## config.mk

```make
export PLATFORM = sky130hd
export DESIGN_NAME = egress_rate_vlan_regs
export DESIGN_NICKNAME = d
export VERILOG_FILES = /design/src/verilog/egress_regs_pkg.sv /design/src/verilog/byte_pacer.sv /design/src/verilog/egress_rate_vlan_regs.sv
export VERILOG_INCLUDE_DIRS = /design/src /design/src/verilog
export SDC_FILE = /design/constraint.sdc
export NUM_CORES = 1
export LEC_CHECK = 0
export BUFFER_PORTS_ARGS = -buffer_cell sky130_fd_sc_hd__buf_2
export CAP_MARGIN = 20
export CORE_ASPECT_RATIO = 1.5
export CORE_MARGIN = 2
export CORE_UTILIZATION = 60
export DETAILED_ROUTE_END_ITERATION = 10
export MAX_ROUTING_LAYER = met4
export PLACE_DENSITY = 0.88
export SETUP_SLACK_MARGIN = 0.05
export SYNTH_ARGS = -nofsm -noshare
export SYNTH_HDL_FRONTEND = slang
export SYNTH_SLANG_ARGS = --single-unit
```

## constraint.sdc

```tcl
create_clock -name clk_i -period 6.37 [get_ports clk_i]
set_input_delay 0.9555 -clock clk_i [delete_from_list [all_inputs] [get_ports clk_i]]
set_output_delay 0.9555 -clock clk_i [all_outputs]
set_load 0.03 [all_outputs]
```

## src/verilog/egress_regs_defs.svh

```systemverilog
// offsets, field positions, reset values and timing counts for the egress/vlan register slice
// assumes inclusion by bare name from the package and the modules
`ifndef EGRESS_REGS_DEFS_SVH
`define EGRESS_REGS_DEFS_SVH

`define ADDR_W               16
`define OFS_P2_Q01_RATE      16'h1C11
`define OFS_P2_Q23_RATE      16'h1C12
`define OFS_HOST_TAG         16'h1C13
`define OFS_P1_TAG           16'h1C14
`define OFS_P2_TAG           16'h1C15
`define OFS_HOST_DROP_CNT    16'h1C16
`define OFS_IRQ_STATUS       16'h1C30
`define OFS_IRQ_MASK         16'h1C31

`define RATE_W               13
`define RATE_LO_LSB          0
`define RATE_HI_LSB          13
`define VID_W                12
`define VID_LSB              0
`define PRIO_W               3
`define PRIO_LSB             12
`define RATE_RST             13'h0000
`define TAG_RST              15'h0000
`define CNT_RST              32'h00000000
`define CNT_MAX              32'hFFFFFFFF
`define IRQ_W                2
`define IRQ_DROP_BIT         0
`define IRQ_SAT_BIT          1
`define IRQ_MASK_RST         2'h3

`define BYTE_TIME_NS         20
`define CLK_PERIOD_NS        4
`define BYTE_TIME_CYC        ((`BYTE_TIME_NS + `CLK_PERIOD_NS - 1) / `CLK_PERIOD_NS)

`endif

```

## src/verilog/egress_regs_pkg.sv

```systemverilog
// types shared by the egress rate / default tag register slice
// assumes egress_regs_defs.svh is on the include path
package egress_regs_pkg;
  `include "egress_regs_defs.svh"
  typedef enum logic [1:0] {
    PACE_IDLE = 2'b00,
    PACE_WAIT = 2'b01
  } pace_state_t;
endpackage

```

## src/verilog/byte_pacer.sv

```systemverilog
// per-queue egress pacer: spends (rate+1) x byte time for every byte sent
// assumes byte_req_i is held until byte_go_o answers
`timescale 1ns/1ps
`include "egress_regs_defs.svh"
module byte_pacer
  import egress_regs_pkg::*;
#(
  parameter int RATE_W   = `RATE_W,
  parameter int UNIT_CYC = `BYTE_TIME_CYC
) (
  input  wire logic              clk_i,
  input  wire logic              srst_i,
  input  wire logic              ce_i,
  input  wire logic [RATE_W-1:0] rate_i,
  input  wire logic              byte_req_i,
  output logic                   byte_go_o
);
  localparam int UW = $clog2(UNIT_CYC + 1);
  pace_state_t       state_ff;
  logic [RATE_W-1:0] units_ff;
  logic [UW-1:0]     sub_ff;
  logic              slot_end;

  // last cycle of a slot; a waiting byte goes here so a busy queue spends
  // exactly (rate+1) units per byte, with no extra idle cycle in between
  assign slot_end  = (state_ff == PACE_WAIT) & (sub_ff == '0) & (units_ff == '0);
  assign byte_go_o = ((state_ff == PACE_IDLE) | slot_end) & byte_req_i & ce_i;

  always_ff @(posedge clk_i) begin
    if (srst_i) begin
      state_ff <= PACE_IDLE;
      units_ff <= '0;
      sub_ff   <= '0;
    end else if (ce_i) begin
      case (state_ff)
        PACE_IDLE: begin
          if (byte_req_i) begin
            state_ff <= PACE_WAIT;
            units_ff <= rate_i;
            sub_ff   <= UW'(UNIT_CYC - 1);
          end
        end
        PACE_WAIT: begin
          // total (rate+1) units of UNIT_CYC cycles
          if (sub_ff != '0) begin
            sub_ff <= sub_ff - 1'b1;
          end else if (units_ff != '0) begin
            units_ff <= units_ff - 1'b1;
            sub_ff   <= UW'(UNIT_CYC - 1);
          end else if (byte_req_i) begin
            // back-to-back byte: start the next slot at once
            units_ff <= rate_i;
            sub_ff   <= UW'(UNIT_CYC - 1);
          end else begin
            state_ff <= PACE_IDLE;
          end
        end
        default: state_ff <= PACE_IDLE;
      endcase
    end
  end
endmodule

```

## src/verilog/egress_rate_vlan_regs.sv

```systemverilog
// egress rate, default tag and host drop counter registers with queue pacers
// assumes a single-cycle strobe master; drop events are one-cycle pulses
// Functional notes
// - Port 2 queue 0 rate sits in bits 12:0 and queue 1 rate in bits 25:13 of one register.
// - Port 2 queue 2 rate sits in bits 12:0 and queue 3 rate in bits 25:13 of a second register.
// - Each queue spends (field value plus one) times 20 ns per transmitted byte.
// - A 3-bit default priority per port goes into the tag priority when a tag is inserted or changed.
// - A 12-bit default VLAN id per port is used when a tag is inserted or changed.
// - Host, port 1 and port 2 each have their own default tag register applied only to that port.
// - A 32-bit counter counts host-port packets dropped by ingress rate limiting, red or yellow.
// - Reading the drop counter returns it and clears it; it is zero after reset.
// - The drop counter saturates at all ones and holds until read.
//
// Added by the designer: the plain strobed port.
`timescale 1ns/1ps
`include "egress_regs_defs.svh"
module egress_rate_vlan_regs
  import egress_regs_pkg::*;
#(
  parameter int NQ       = 4,
  parameter int NPORT    = 3,
  parameter int UNIT_CYC = `BYTE_TIME_CYC
) (
  input  wire logic               clk_i,
  input  wire logic               srst_i,
  input  wire logic               ce_i,
  input  wire logic [`ADDR_W-1:0] addr_i,
  input  wire logic [31:0]        wdata_i,
  input  wire logic               wr_i,
  input  wire logic               rd_i,
  output logic      [31:0]        rdata_o,
  output logic                    irq_o,
  input  wire logic [NQ-1:0]      p2_byte_req_i,
  output logic      [NQ-1:0]      p2_byte_go_o,
  input  wire logic [NPORT-1:0]   tag_edit_i,
  input  wire logic [NPORT*16-1:0] tag_tci_i,
  output logic      [NPORT*16-1:0] tag_tci_o,
  input  wire logic               host_red_drop_i,
  input  wire logic               host_yellow_drop_i
);
  logic [`RATE_W-1:0] rate_ff [NQ];
  logic [14:0]        tag_ff  [NPORT];
  logic [31:0]        drop_cnt_ff;
  logic [`IRQ_W-1:0]  irq_stat_ff;
  logic [`IRQ_W-1:0]  irq_mask_ff;
  logic [31:0]        rdata_ff;
  logic [31:0]        nxt_rdata;
  logic               drop_evt;
  logic               rd_cnt;
  logic               rd_stat;
  logic               cnt_sat;

  assign drop_evt = host_red_drop_i | host_yellow_drop_i;
  assign rd_cnt   = rd_i & (addr_i == `OFS_HOST_DROP_CNT);
  assign rd_stat  = rd_i & (addr_i == `OFS_IRQ_STATUS);
  assign cnt_sat  = (drop_cnt_ff == `CNT_MAX);

  // rate fields: two queues per word
  genvar q;
  generate
    for (q = 0; q < NQ; q++) begin : g_rate
      localparam logic [`ADDR_W-1:0] OFS = (q < 2) ? `OFS_P2_Q01_RATE : `OFS_P2_Q23_RATE;
      localparam int LSB = (q % 2 == 0) ? `RATE_LO_LSB : `RATE_HI_LSB;
      always_ff @(posedge clk_i) begin
        if (srst_i) begin
          rate_ff[q] <= `RATE_RST;
        end else if (ce_i && wr_i && addr_i == OFS) begin
          rate_ff[q] <= wdata_i[LSB +: `RATE_W];
        end
      end
      byte_pacer #(
        .RATE_W   (`RATE_W),
        .UNIT_CYC (UNIT_CYC)
      ) u_pacer (
        .clk_i      (clk_i),
        .srst_i     (srst_i),
        .ce_i       (ce_i),
        .rate_i     (rate_ff[q]),
        .byte_req_i (p2_byte_req_i[q]),
        .byte_go_o  (p2_byte_go_o[q])
      );
    end
  endgenerate

  // default tag per port; only that port's tci is rewritten
  genvar p;
  generate
    for (p = 0; p < NPORT; p++) begin : g_tag
      localparam logic [`ADDR_W-1:0] OFS = (p == 0) ? `OFS_HOST_TAG :
                                           (p == 1) ? `OFS_P1_TAG : `OFS_P2_TAG;
      always_ff @(posedge clk_i) begin
        if (srst_i) begin
          tag_ff[p] <= `TAG_RST;
        end else if (ce_i && wr_i && addr_i == OFS) begin
          tag_ff[p] <= wdata_i[14:0];
        end
      end
      always_ff @(posedge clk_i) begin
        if (srst_i) begin
          tag_tci_o[p*16 +: 16] <= 16'h0000;
        end else if (ce_i) begin
          if (tag_edit_i[p]) begin
            // cfi bit passes through from the frame
            tag_tci_o[p*16 +: 16] <= {tag_ff[p][`PRIO_LSB +: `PRIO_W],
                                      tag_tci_i[p*16 + 12],
                                      tag_ff[p][`VID_LSB +: `VID_W]};
          end else begin
            tag_tci_o[p*16 +: 16] <= tag_tci_i[p*16 +: 16];
          end
        end
      end
    end
  endgenerate

  // host drop counter: a drop landing in the read cycle counts as 1 after clear
  always_ff @(posedge clk_i) begin
    if (srst_i) begin
      drop_cnt_ff <= `CNT_RST;
    end else if (ce_i) begin
      if (rd_cnt) begin
        drop_cnt_ff <= drop_evt ? 32'h00000001 : `CNT_RST;
      end else if (drop_evt && !cnt_sat) begin
        drop_cnt_ff <= drop_cnt_ff + 32'h00000001;
      end
    end
  end

  // sticky status: set wins over the read clear
  always_ff @(posedge clk_i) begin
    if (srst_i) begin
      irq_stat_ff <= '0;
    end else if (ce_i) begin
      irq_stat_ff <= (rd_stat ? '0 : irq_stat_ff)
                   | {(drop_evt & (drop_cnt_ff == (`CNT_MAX - 32'h00000001)) & !rd_cnt),
                      drop_evt};
    end
  end

  always_ff @(posedge clk_i) begin
    if (srst_i) begin
      irq_mask_ff <= `IRQ_MASK_RST;
    end else if (ce_i && wr_i && addr_i == `OFS_IRQ_MASK) begin
      irq_mask_ff <= wdata_i[`IRQ_W-1:0];
    end
  end

  assign irq_o = |(irq_stat_ff & ~irq_mask_ff);

  always_comb begin
    nxt_rdata = 32'h00000000;
    case (addr_i)
      `OFS_P2_Q01_RATE:   nxt_rdata = {6'h00, rate_ff[1], rate_ff[0]};
      `OFS_P2_Q23_RATE:   nxt_rdata = {6'h00, rate_ff[3], rate_ff[2]};
      `OFS_HOST_TAG:      nxt_rdata = {17'h00000, tag_ff[0]};
      `OFS_P1_TAG:        nxt_rdata = {17'h00000, tag_ff[1]};
      `OFS_P2_TAG:        nxt_rdata = {17'h00000, tag_ff[2]};
      `OFS_HOST_DROP_CNT: nxt_rdata = drop_cnt_ff;
      `OFS_IRQ_STATUS:    nxt_rdata = {30'h00000000, irq_stat_ff};
      `OFS_IRQ_MASK:      nxt_rdata = {30'h00000000, irq_mask_ff};
      default:            nxt_rdata = 32'h00000000;
    endcase
  end

  // read data only in the cycle after the strobe
  always_ff @(posedge clk_i) begin
    if (srst_i) begin
      rdata_ff <= 32'h00000000;
    end else if (ce_i) begin
      rdata_ff <= rd_i ? nxt_rdata : 32'h00000000;
    end
  end

  assign rdata_o = rdata_ff;
endmodule

```

==> results.md <==
* Finished Layout Cells at 1900
* Crit path time final at 4181 ps
* Critical Path Max Stage Delay at around 760 ps
* Clock buffer depth at 3
* Pwr/cell area at between 200 and 300 mW/mm^2
* Clk pin slew, worst setup/hold paths at roughly 70 ps
* Worst VDD drop at between 0.2 and 0.25 mV
* Worst Tran Pin Value at around 1100 ps
* Die Ht at 191.0 um
* Crit path max fanout at 16
* Area of the mapped netlist at about 0.014 mm^2
* # diodes at 0
* Clock Sink Count at 281
* CP Class: reg -> out
* Pleak at 6.282 nW
* Die Area at ~0.025 mm^2
* Critical Path AT at roughly 3200 ps
* Crit path depth at 7
* Inst Count DP at between 1500 and 2000
* Syn-to-layout area delta at 14.05%
* Worst setup margin at around 2200 ps
* Post-DP HPWL at approximately 28000 um
* Insertion delay to the later sink of the worst-skew pair at between 500 and 600 ps
* Post-synth net total at 1593
* Final hold viol count at 0
* Net Sw Frac at between 20 and 30%
* Core area at 0.02297 mm^2
* Post-synth top area share at a little over a quarter
* Count leader, synth: dfxtp_1
* CTS resizes at 0
* Top cell family by delay on the critical path: simple AND/OR/NAND/NOR gates
* Crit share post-route at ~66%
* Synth area leaders: dfxtp_1 (26%), edfxtp_1 (21%), mux2i_1 (4.9%), and2_1 (4.7%), nor2_1 (3.7%)
* Status: completed
* GRT Util Overall at roughly a third
* Reg2reg end: g_rate[1].u_pacer.units_ff[9]
* First-pass GRT wire length at ~61000 um
* Sw Pwr at between 1 and 1.5 mW
* Root buffer cell: clkbuf_16
* Post-synth EDFFs at 97
* Nets at 1728
* Clock power frac at between 40% and 50%
* Hold/Removal Path Class: reg -> reg
* Max-slew violation count at 0
* Final core utilization at between 60% and 70%
* CTS tree: yes
* Post-route DRC at 0
* Fill cells at approximately 1700
* Worst Setup EP: p2_byte_go_o[1]
* Cts bufs inserted at 26
* Synth Area per Inst at roughly 9.5 um^2
* Sum Neg Setup Slack at 0 ps
* Vias at approximately 12000
* Routability cong. at slightly below 1
* Share of cells above drive strength 1 at a little under a fifth
* Pre-CTS setup slack at roughly 2300 ps
* WL/cell at 20.80 um
* Reg power frac at 47.0%
* Crit path from: g_rate[1].u_pacer.units_ff[0]
* Hold Buf Count CTS at 0
* WP data required at around 5400 ps
* Final WL at between 30000 and 40000 um
* Chip width at 128.7 um
* Part of the power in combinational logic at around an eighth
* Buf/Inv on CP at 3
* R2R cell count at 7
* Initial Util at between 60% and 70%
* First drt pass iteration count at 6
* Commonest register cell after synthesis: dfxtp_1
* Yosys warning count at 0
* Number of DRC markers in iteration 0 at approximately 1300
* Antenna violations before repair at 0
* Synthesized flop and latch total at ~280
* Max Cap Violations at 0
* FF-to-FF Start: g_rate[1].u_pacer.units_ff[0]
* Post-CTS setup buffers at 0
* Vias in the first global route at 11960
* CP dominant cell by count: inv_1
* Crit path cell chain: inv_1 -> ha_1 -> or4b_1 -> o41ai_4 -> nand3_1 -> inv_1 -> buf_2
* Final setup fails at 0
* Antenna viol nets, final at 0
* Sequential area share after synthesis at 47.16%
* Top post-synthesis cells by count: dfxtp_1 (184), nor2_1 (138), and2_1 (106), nand2_1 (106), edfxtp_1 (97)
* Final Skew at about 13 ps
* Overall power at between 4 and 5 mW
* Synth area leader: dfxtp_1
* FF-to-FF setup slack at approximately 3500 ps
* Synth Instances at between 1000 and 1500
* I/O Pins at 195
* Async SR Flop Fraction at 0%
* CP Launch Type: flop
* Via density at around 6.6
* Total grt overflow at 0
* Site row count at 68
* Pin count of the biggest net entering global routing at between 80 and 90
* Relative slew slack at roughly 28%
* RSZ-0062 raised after global routing: false
* Max Fclk at 239.2 MHz
* Worst path slowest cell: o41ai_4
* Int Pwr at roughly 3.1 mW
* Crit end category: output port
* CTS H-tree depth at 1
* Post-synthesis cell type count at between 70 and 80
* Number of port buffers at about 190
layer usage:
metal	GRT usage (%)	routed length (um)
met4	18.39	2424
met3	3.722	2732
met1	37.12	14730
met5	-	0
met2	53.79	19620
cell type report:
| cell class | count | area [um^2] | area share, % |
|---|---|---|---|
| clock buffers | 30 | 696.9 | 4.369 |
| clock inverters | 18 | 250.2 | 1.569 |
| inverters | 36 | 135.1 | 0.8471 |
| multi-input cells | 1050 | 6808 | 42.68 |
| flip-flops and latches | 281 | 6596 | 41.35 |
| well taps | 280 | 350.3 | 2.196 |
| repair buffers | 205 | 1115 | 6.989 |
worst min-delay path by stage:
stage,startpoint,to,slack (ps),depth (start not counted)
3_5_place_dp,g_rate[1].u_pacer.sub_ff[0],g_rate[1].u_pacer.sub_ff[0],440,2
3_3_place_gp,rdata_o[19],rdata_o[19],440,2
6_report,g_rate[1].u_pacer.sub_ff[0],g_rate[1].u_pacer.sub_ff[0],450,2
2_1_floorplan,g_rate[1].u_pacer.sub_ff[0],g_rate[1].u_pacer.sub_ff[0],430,2
5_1_grt,g_rate[1].u_pacer.sub_ff[0],g_rate[1].u_pacer.sub_ff[0],490,2
4_1_cts,g_rate[1].u_pacer.sub_ff[0],g_rate[1].u_pacer.sub_ff[0],450,2
registers in the layout (all words and copies together) (netlist names):
name,flops
g_rate.u_pacer.units_ff,52
rate_ff,52
tag_tci_o,48
tag_ff,45
drop_cnt_ff,32
rdata_o,32
g_rate.u_pacer.sub_ff,12
g_rate.u_pacer.state_ff,4
irq_mask_ff,2
irq_stat_ff,2
cells in the final DEF, fill, tap and decap left out, types with 12 or more instances in the layout:
cell | Yosys | layout
or3_1 | 17 | 17
nand2_1 | 106 | 106
a222oi_1 | 33 | 33
a211oi_1 | 52 | 52
xor2_1 | 16 | 16
o22ai_1 | 15 | 15
nand2b_1 | 12 | 12
buf_2 | 23 | 186
nand3_1 | 45 | 45
nor2b_1 | 13 | 13
a21oi_1 | 91 | 91
ha_1 | 18 | 18
nor4_1 | 15 | 15
edfxtp_1 | 97 | 97
nor3_1 | 33 | 33
mux2i_1 | 69 | 69
clkbuf_16 | 0 | 27
a22o_1 | 21 | 21
nor2_1 | 138 | 137
o21ai_0 | 74 | 74
dfxtp_1 | 184 | 184
buf_4 | 7 | 15
inv_1 | 35 | 35
and2_1 | 106 | 106
kinds of logic after synthesis:
logic type | Yosys count | synth area share [%]
AOI/OAI and AO/OA | 385 | 19.31
xor gates and xnor gates | 17 | 1.065
adders and majority gates | 18 | 1.610
buffers and inverters | 134 | 4.214
DFF | 281 | 47.16
muxes | 71 | 5.099
and+or+nand+nor | 559 | 21.54
metrics by stage:
| step | hold WS, ps | cell area, um^2 |
|---|---|---|
| floorplan | 431.9 | 13990 |
| global placement | 436.0 | 14930 |
| detailed placement | 444.1 | 14930 |
| CTS | 453.7 | 15880 |
| global route | 485.9 | 15950 |
| finish | 454.2 | 15950 |
power groups by stage:
stage	clock network [mW]	logic [mW]	registers, mW
2_1_floorplan	0	0.370	2.08
3_3_place_gp	0	0.531	2.06
3_5_place_dp	0	0.548	2.07
4_1_cts	1.74	0.551	2.03
5_1_grt	1.81	0.611	2.04
6_report	1.73	0.562	2.03
worst min-delay path, stage by stage (launching register included):
cell	delay, ps
dfxtp_1	310
nand2_1	50
a21oi_1	50
Power figures use the tool's default switching activity.
